$ cat config.mk
export PLATFORM = sky130hd
export DESIGN_NAME = status_event_aggregator
export DESIGN_NICKNAME = d
export VERILOG_FILES = /design/src/hdl/status_event_pkg.sv /design/src/hdl/status_event_reg.sv /design/src/hdl/status_event_aggregator.sv
export VERILOG_INCLUDE_DIRS = /design/src /design/src/hdl
export SDC_FILE = /design/constraint.sdc
export NUM_CORES = 1
export LEC_CHECK = 0
export ABC_AREA = 1
export BUFFER_PORTS_ARGS = -buffer_cell sky130_fd_sc_hd__buf_4
export CORE_AREA = 2 2 113 115
export CTS_BUF_LIST = sky130_fd_sc_hd__clkbuf_8
export DETAILED_ROUTE_END_ITERATION = 10
export DIE_AREA = 0 0 115 117
export PLACE_DENSITY = 0.61
export SKIP_CTS_REPAIR_TIMING = 1
export SLEW_MARGIN = 20
export SYNTH_ARGS = -nofsm -noshare
export SYNTH_HDL_FRONTEND = slang
export SYNTH_SLANG_ARGS = --single-unit
$ cat constraint.sdc
create_clock -name clk -period 1 [get_ports clk]
set_input_delay 0.05 -clock clk [delete_from_list [all_inputs] [get_ports clk]]
set_output_delay 0.05 -clock clk [all_outputs]
set_load 0.03 [all_outputs]
$ cat src/hdl/status_event_regs.svh
`ifndef STATUS_EVENT_REGS_SVH
`define STATUS_EVENT_REGS_SVH

// Event status register bit positions, reset value and used bits
`define SE_ESR_OPC        0
`define SE_ESR_QUERY      2
`define SE_ESR_DEVICE     3
`define SE_ESR_EXEC       4
`define SE_ESR_CMD        5
`define SE_ESR_PON        7
`define SE_ESR_RESET      8'h80
`define SE_ESR_USED       8'hBD

// Questionable register bit positions and used bits
`define SE_QUES_INTEG     9
`define SE_QUES_LIMIT     10
`define SE_QUES_USED      16'h0600

// Limit registers: used bits, trace split
`define SE_LIM1_USED      16'h7FFF
`define SE_LIM2_USED      16'h0006
`define SE_LIM1_TRACES    14
`define SE_LIM2_T15       1
`define SE_LIM2_T16       2
`define SE_TRACE15_IDX    14
`define SE_TRACE16_IDX    15

// Status byte bit positions
`define SE_STB_ERRQ       2
`define SE_STB_QUES       3
`define SE_STB_MAV        4
`define SE_STB_ESB        5
`define SE_STB_MSS        6
`define SE_STB_OPER       7

// Error queue entry codes, two's complement
`define SE_ERR_DEVICE     16'hFED4
`define SE_ERR_EXEC       16'hFF38
`define SE_ERR_CMD        16'hFF9C

`endif

$ cat src/hdl/status_event_pkg.sv
package status_event_pkg;

    // Common command codes on the command port
    typedef enum logic [3:0] {
        CMD_PRE_WR  = 4'h1,
        CMD_PRE_RD  = 4'h2,
        CMD_IST_RD  = 4'h3,
        CMD_ESE_WR  = 4'h4,
        CMD_ESE_RD  = 4'h5,
        CMD_ESR_RD  = 4'h6,
        CMD_STB_RD  = 4'h7,
        CMD_OPC     = 4'h8,
        CMD_QUES_RD = 4'h9,
        CMD_QUES_EN = 4'hA,
        CMD_LIM1_RD = 4'hB,
        CMD_LIM1_EN = 4'hC,
        CMD_LIM2_RD = 4'hD,
        CMD_LIM2_EN = 4'hE
    } cmd_t;

    // Operation-complete tracker states
    typedef enum logic [1:0] {
        OPC_IDLE = 2'b01,
        OPC_WAIT = 2'b10
    } opc_state_t;

endpackage

$ cat src/hdl/status_event_reg.sv
`timescale 1ns/1ps
`default_nettype none

module status_event_reg #(
    parameter int          WIDTH     = 16,
    parameter logic [15:0] USED      = 16'hFFFF,
    parameter logic [15:0] RESET_VAL = 16'h0000
) (
    input  wire logic             clk,
    input  wire logic             rst_n,
    input  wire logic             clkEn,
    input  wire logic [WIDTH-1:0] setBits,
    input  wire logic             clearRead,
    input  wire logic             enWrite,
    input  wire logic [WIDTH-1:0] enData,
    output var  logic [WIDTH-1:0] eventBits,
    output var  logic [WIDTH-1:0] enableBits,
    output logic                  summary
);

    // Sticky event bits, set beats clear-on-read
    genvar i;
    generate
        for (i = 0; i < WIDTH; i++) begin : g_bit
            always_ff @(posedge clk or negedge rst_n) begin
                if (!rst_n) begin
                    eventBits[i] <= RESET_VAL[i];
                end else if (clkEn) begin
                    eventBits[i] <= USED[i] & ((eventBits[i] & ~clearRead) | setBits[i]);
                end
            end
        end
    endgenerate

    // Enable mask, untouched by reads
    always_ff @(posedge clk or negedge rst_n) begin
        if (!rst_n) begin
            enableBits <= '0;
        end else if (clkEn && enWrite) begin
            enableBits <= enData & USED[WIDTH-1:0];
        end
    end

    // AND with enable, OR across bits
    assign summary = |(eventBits & enableBits);
endmodule

`default_nettype wire

$ cat src/hdl/status_event_aggregator.sv
`timescale 1ns/1ps
`default_nettype none
`include "status_event_regs.svh"

module status_event_aggregator (
    input  wire logic        clk,
    input  wire logic        rst_n,
    input  wire logic        clkEn,
    input  wire logic        cmdValid,
    input  wire logic [3:0]  cmdCode,
    input  wire logic [15:0] cmdData,
    output var  logic        respValid,
    output var  logic [15:0] respData,
    input  wire logic        opcIdle,
    input  wire logic        queryErr,
    input  wire logic        deviceErr,
    input  wire logic        execErr,
    input  wire logic        commandErr,
    input  wire logic        summarySourceA,
    input  wire logic [15:0] traceFail,
    input  wire logic        errQueueNotEmpty,
    input  wire logic        msgAvailable,
    input  wire logic        serviceRequest,
    output var  logic        errPush,
    output var  logic [15:0] errCode,
    output var  logic [7:0]  statusByte,
    output var  logic        individualStatus
);

    status_event_pkg::cmd_t       cmd;
    status_event_pkg::opc_state_t opcState;
    logic [7:0]  ppeMask;
    logic [7:0]  esrBits;
    logic [7:0]  eseBits;
    logic [7:0]  esrSet;
    logic [15:0] quesBits;
    logic [15:0] quesEn;
    logic [15:0] quesSet;
    logic [15:0] lim1Bits;
    logic [15:0] lim1En;
    logic [15:0] lim1Set;
    logic [15:0] lim2Bits;
    logic [15:0] lim2En;
    logic [15:0] lim2Set;
    logic        esbSum;
    logic        quesSum;
    logic        lim1Sum;
    logic        lim2Sum;
    logic        opcDone;
    logic        cmdGo;
    logic [7:0]  next_stb;

    assign cmd   = status_event_pkg::cmd_t'(cmdCode);
    assign cmdGo = cmdValid & clkEn;

    // Operation-complete tracker
    always_ff @(posedge clk or negedge rst_n) begin
        if (!rst_n) begin
            opcState <= status_event_pkg::OPC_IDLE;
        end else if (clkEn) begin
            case (opcState)
                status_event_pkg::OPC_IDLE: begin
                    if (cmdValid && cmd == status_event_pkg::CMD_OPC) begin
                        opcState <= status_event_pkg::OPC_WAIT;
                    end
                end
                status_event_pkg::OPC_WAIT: begin
                    if (opcIdle) begin
                        opcState <= status_event_pkg::OPC_IDLE;
                    end
                end
                default: begin
                    opcState <= status_event_pkg::OPC_IDLE;
                end
            endcase
        end
    end

    assign opcDone = (opcState == status_event_pkg::OPC_WAIT) && opcIdle;

    // Event status set sources
    always_comb begin
        esrSet                 = 8'h00;
        esrSet[`SE_ESR_OPC]    = opcDone;
        esrSet[`SE_ESR_QUERY]  = queryErr;
        esrSet[`SE_ESR_DEVICE] = deviceErr;
        esrSet[`SE_ESR_EXEC]   = execErr;
        esrSet[`SE_ESR_CMD]    = commandErr;
    end

    // Event status register and its enable mask
    status_event_reg #(
        .WIDTH    (8),
        .USED     ({8'h00, `SE_ESR_USED}),
        .RESET_VAL({8'h00, `SE_ESR_RESET})
    ) u_esr (
        .clk       (clk),
        .rst_n     (rst_n),
        .clkEn     (clkEn),
        .setBits   (esrSet),
        .clearRead (cmdValid && cmd == status_event_pkg::CMD_ESR_RD),
        .enWrite   (cmdValid && cmd == status_event_pkg::CMD_ESE_WR),
        .enData    (cmdData[7:0]),
        .eventBits (esrBits),
        .enableBits(eseBits),
        .summary   (esbSum)
    );

    // Limit high: traces 15 and 16
    always_comb begin
        lim2Set              = 16'h0000;
        lim2Set[`SE_LIM2_T15] = traceFail[`SE_TRACE15_IDX];
        lim2Set[`SE_LIM2_T16] = traceFail[`SE_TRACE16_IDX];
    end

    status_event_reg #(
        .WIDTH    (16),
        .USED     (`SE_LIM2_USED),
        .RESET_VAL(16'h0000)
    ) u_lim2 (
        .clk       (clk),
        .rst_n     (rst_n),
        .clkEn     (clkEn),
        .setBits   (lim2Set),
        .clearRead (cmdValid && cmd == status_event_pkg::CMD_LIM2_RD),
        .enWrite   (cmdValid && cmd == status_event_pkg::CMD_LIM2_EN),
        .enData    (cmdData),
        .eventBits (lim2Bits),
        .enableBits(lim2En),
        .summary   (lim2Sum)
    );

    // Limit low: summary of high in bit 0, traces 1..14 above
    assign lim1Set = {1'b0, traceFail[`SE_LIM1_TRACES-1:0], lim2Sum};

    status_event_reg #(
        .WIDTH    (16),
        .USED     (`SE_LIM1_USED),
        .RESET_VAL(16'h0000)
    ) u_lim1 (
        .clk       (clk),
        .rst_n     (rst_n),
        .clkEn     (clkEn),
        .setBits   (lim1Set),
        .clearRead (cmdValid && cmd == status_event_pkg::CMD_LIM1_RD),
        .enWrite   (cmdValid && cmd == status_event_pkg::CMD_LIM1_EN),
        .enData    (cmdData),
        .eventBits (lim1Bits),
        .enableBits(lim1En),
        .summary   (lim1Sum)
    );

    // Questionable register sources
    always_comb begin
        quesSet                 = 16'h0000;
        quesSet[`SE_QUES_INTEG] = summarySourceA;
        quesSet[`SE_QUES_LIMIT] = lim1Sum;
    end

    status_event_reg #(
        .WIDTH    (16),
        .USED     (`SE_QUES_USED),
        .RESET_VAL(16'h0000)
    ) u_ques (
        .clk       (clk),
        .rst_n     (rst_n),
        .clkEn     (clkEn),
        .setBits   (quesSet),
        .clearRead (cmdValid && cmd == status_event_pkg::CMD_QUES_RD),
        .enWrite   (cmdValid && cmd == status_event_pkg::CMD_QUES_EN),
        .enData    (cmdData),
        .eventBits (quesBits),
        .enableBits(quesEn),
        .summary   (quesSum)
    );

    // Parallel poll mask
    always_ff @(posedge clk or negedge rst_n) begin
        if (!rst_n) begin
            ppeMask <= 8'h00;
        end else if (cmdGo && cmd == status_event_pkg::CMD_PRE_WR) begin
            ppeMask <= cmdData[7:0];
        end
    end

    // Status byte contents
    always_comb begin
        next_stb               = 8'h00;
        next_stb[`SE_STB_ERRQ] = errQueueNotEmpty;
        next_stb[`SE_STB_QUES] = quesSum;
        next_stb[`SE_STB_MAV]  = msgAvailable;
        next_stb[`SE_STB_ESB]  = esbSum;
        next_stb[`SE_STB_MSS]  = serviceRequest;
        next_stb[`SE_STB_OPER] = 1'b0;
    end

    // Status byte and individual flag, bit 6 included
    always_ff @(posedge clk or negedge rst_n) begin
        if (!rst_n) begin
            statusByte       <= 8'h00;
            individualStatus <= 1'b0;
        end else if (clkEn) begin
            statusByte       <= next_stb;
            individualStatus <= |(next_stb & ppeMask);
        end
    end

    // Error queue push, device error first
    always_ff @(posedge clk or negedge rst_n) begin
        if (!rst_n) begin
            errPush <= 1'b0;
            errCode <= 16'h0000;
        end else if (clkEn) begin
            errPush <= deviceErr | execErr | commandErr;
            if (deviceErr) begin
                errCode <= `SE_ERR_DEVICE;
            end else if (execErr) begin
                errCode <= `SE_ERR_EXEC;
            end else if (commandErr) begin
                errCode <= `SE_ERR_CMD;
            end
        end
    end

    // Query answers, one cycle after the command
    always_ff @(posedge clk or negedge rst_n) begin
        if (!rst_n) begin
            respValid <= 1'b0;
            respData  <= 16'h0000;
        end else if (clkEn) begin
            respValid <= 1'b0;
            if (cmdValid) begin
                case (cmd)
                    status_event_pkg::CMD_PRE_RD: begin
                        respValid <= 1'b1;
                        respData  <= {8'h00, ppeMask};
                    end
                    status_event_pkg::CMD_IST_RD: begin
                        respValid <= 1'b1;
                        respData  <= {15'h0000, individualStatus};
                    end
                    status_event_pkg::CMD_ESE_RD: begin
                        respValid <= 1'b1;
                        respData  <= {8'h00, eseBits};
                    end
                    status_event_pkg::CMD_ESR_RD: begin
                        respValid <= 1'b1;
                        respData  <= {8'h00, esrBits};
                    end
                    status_event_pkg::CMD_STB_RD: begin
                        respValid <= 1'b1;
                        respData  <= {8'h00, statusByte};
                    end
                    status_event_pkg::CMD_QUES_RD: begin
                        respValid <= 1'b1;
                        respData  <= quesBits;
                    end
                    status_event_pkg::CMD_LIM1_RD: begin
                        respValid <= 1'b1;
                        respData  <= lim1Bits;
                    end
                    status_event_pkg::CMD_LIM2_RD: begin
                        respValid <= 1'b1;
                        respData  <= lim2Bits;
                    end
                    default: begin
                        respValid <= 1'b0;
                    end
                endcase
            end
        end
    end
endmodule

`default_nettype wire

==> results.txt <==
vias per cell - 4.60
Core Box Area - 12300 um^2
GR Util All Layers - 18.5%
Post-Synth XOR/XNOR Area - 0%
Async SR Flop Fraction - 100%
CTS buffer count - 9
top cells by area, synth - dfrtp_1, nand2_1, o21ai_0
pre-CTS setup slack - -169 ps
DR iter-0 viols - 248
Post-synth EDFFs - 0
Tcrit/Tclk final - 111%
DR WL/cell - 15.0 um
worst vdd ir - 0.608 mV
largest family of logic cells by synthesized area - simple AND/OR/NAND/NOR gates
grt ovf - 0
clock sinks - 88
RePlAce Congestion - 0.909
Detailed Place HPWL - 9280 um
PortBufs - 84
Seq cells post-synth - 88
yosys warns - 0
Synth Area in Simple Gates - 27.1%
Setup TNS Final - -1530 ps
initial antenna violation count - 0
Comb pwr share - 27.1%
fin nets - 736
diode count - 0
multi-input logic area - 1720 um^2
worst r2r path cells - 4
final hold vios - 4
Chip Width - 115 um
HP Class - in -> reg
drt first pass iters - 4
NetSw - 0.00320 W
Seq/Total Area, Yosys - 52.8%
Critical Path Slowest Stage Cell - dfrtp_1
clock root buffer - clkbuf_8
die area - 13500 um^2
skew final - 12.1 ps
Routed WL - 12600 um
post-layout minimum cycle time - 1110 ps
Main synth FF type - dfrtp_1
Reg area - 2210 um^2
WHS Path Cells - 3
share of layout cells above drive strength 1 - 34.1%
cell-internal power - 0.00656 W
Worst Path Required - 950 ps
Mapped Cells - 507
H-Tree Depth - 3
Critical Path AT - 1060 ps
RSZ-0062 raised after global routing - yes
crit-path cells - buf_6 > buf_6
vias in the first global route - 3620
Final WS setup - -105 ps
Max Slew Vio Count - 0
DR vias - 3874
Filler cells - 1172
status - finished with violations
clock tree buffer depth - 2
FF-to-FF setup slack - -60 ps
P per Cell Area - 1560 nW/um^2
number of cell rows - 41
mux cell area share after synthesis - 1.35%
synthesized area - 4170 um^2
critical path type - reg -> out
Switching Share - 32.8%
CP Max Fanout - 2
Worst Setup End Kind - output pin
Hold Startpoint - cmdData[0]
Pwr Total - 0.00975 W
dominant cell type by area after synthesis - dfrtp_1
clock power share - 28.2%
cell mode on critical path - buf_6
top cell type's share of synthesized area - 51.6%
max incr delay on CP - 410 ps
fmax - 905 MHz
Synth-to-Final Area Change - 49.9%
Final Util - 50.8%
Worst-Skew Late Latency - 380 ps
pin count of the biggest net entering global routing - 46
final setup fails - 25
Seq pwr share - 44.8%
Hold Path End - u_lim1.enableBits[0]
# DRC - 0
type of origin of the critical path - flip-flop
post-route ant nets - 0
CTS tree - yes
I/O pins - 92
Mean Syn Cell Area - 8.23 um^2
Die Height - 117 um
max_cap viols - 0
CTS clock-pin slew for the worst setup and hold paths - 100 ps
Yosys cell types - 33
Adder-Cell Fraction of Synth Area - 0%
initial core utilization - 33.9%
Compound-Gate Fraction of Synth Area - 9.93%
violated checks - hold timing, setup timing
final hold slack - -39.1 ps
Critical R2R Launch - ppeMask[6]
static leakage - 3.13 nW
first-pass GRT wire length - 19000 um
Critical R2R Capture - individualStatus
==> power by group through the flow <==
stage	clock [W]	combinational [W]	sequential [W]
finish	0.00275	0.00264	0.00437
global route	0.00295	0.00287	0.00442
global placement	0	0.00215	0.00439
floorplan	0	0.000889	0.00461
detailed placement	0	0.00218	0.00440
CTS	0.00277	0.00219	0.00433
==> sequential cells by signal, indices dropped and copies added (netlist names) <==
| name | count |
|---|---|
| respValid | 1 |
| individualStatus | 1 |
| u_lim1.enableBits | 15 |
| u_lim2.enableBits | 2 |
| statusByte | 5 |
| errPush | 1 |
| u_lim1.eventBits | 15 |
| respData | 15 |
| opcState | 2 |
| u_ques.enableBits | 2 |
| u_lim2.eventBits | 2 |
| u_esr.eventBits | 6 |
| u_ques.eventBits | 2 |
| u_esr.enableBits | 6 |
| ppeMask | 8 |
| errCode | 5 |
==> per-stage QoR <==
step / area, um^2 / instances
after floorplan: 4190 / 512
after global placement: 5320 / 774
after detailed placement: 5320 / 774
after CTS: 5530 / 790
after global routing: 6250 / 842
final: 6250 / 842
==> critical path: cells and delay by family, from the launching register on <==
family                 cells  cell delay, ps
buffers and inverters      2             260
DFF                        1             410
==> layer usage <==
metal / vias up / part of all wire [%] / track usage [%]
li1: 1952 / - / -
met1: 1829 / 47 / 26.1
met2: 86 / 48 / 29.6
met3: 7 / 3.5 / 2.83
met4: 0 / 0.90 / 5.54
met5: - / 0 / 0
==> how the worst max path moves through the flow <==
| stage | depth (start not counted) | slack (ps) | endpoint | from |
|---|---|---|---|---|
| floorplan | 1 | 7 | errCode[14] | errCode[14] |
| global placement | 6 | -210 | u_lim2.eventBits[1] | cmdCode[3] |
| detailed placement | 6 | -170 | u_lim2.eventBits[2] | cmdCode[3] |
| CTS | 2 | -150 | statusByte[4] | statusByte[4] |
| global route | 7 | -140 | respData[0] | u_esr.eventBits[0] |
| finish | 2 | -110 | statusByte[3] | statusByte[3] |
==> kinds of logic (layout without fill, tap and decap cells) <==
family / after synthesis / after routing
and+or+nand+nor: 271 / 271
buffers and inverters: 65 / 245
DFF: 88 / 88
muxes: 5 / 5
other: 1 / 6
AOI/OAI and AO/OA: 77 / 77
==> cell usage after synthesis, drive strengths merged, types with 2 or more instances <==
| cell | instances |
|---|---|
| nand4 | 2 |
| mux2 | 5 |
| nand2 | 207 |
| nand3 | 30 |
| dfstp | 2 |
| a31oi | 2 |
| inv | 33 |
| nor2 | 29 |
| clkbuf | 2 |
| a21oi | 5 |
| dfrtp | 86 |
| o21ai | 66 |
| buf | 29 |
==> cells in the final DEF, fill, tap and decap left out <==
cell type,netlist,layout
a31oi_1,2,2
mux2_2,5,5
inv_1,28,26
nor2_4,3,4
nor4_1,1,1
buf_4,17,115
inv_8,0,4
dfrtp_1,86,85
nor3_2,0,1
nor2_2,3,5
o22ai_1,1,1
o21ai_0,45,43
o21ai_2,4,5
dlygate4sd3_1,0,33
nand3_1,28,19
nand4_1,2,2
o21ai_1,17,18
clkbuf_8,0,9
nor2_1,23,20
a21oi_2,0,4
clkinv_2,1,1
conb_1,1,6
o22a_1,1,1
o31ai_4,0,1
nand2_1,198,197
or2_2,1,1
buf_6,5,39
inv_2,5,7
buf_12,0,8
inv_6,0,2
dfrtp_2,0,1
a22o_1,1,1
dfstp_2,2,2
nand3_2,2,11
a21oi_1,5,1
bufinv_16,0,1
nand2_2,9,10
==> area by class of cell <==
class / count / area share (%)
Clock buffer: 9 / 1.98
Clock inverter: 7 / 1.48
Inverter: 34 / 2.06
Multi-Input combinational cell: 359 / 27.5
Sequential cell: 88 / 35.3
Tap cell: 150 / 3.00
Timing Repair Buffer: 195 / 28.7
(Power assumes the default switching activity.)
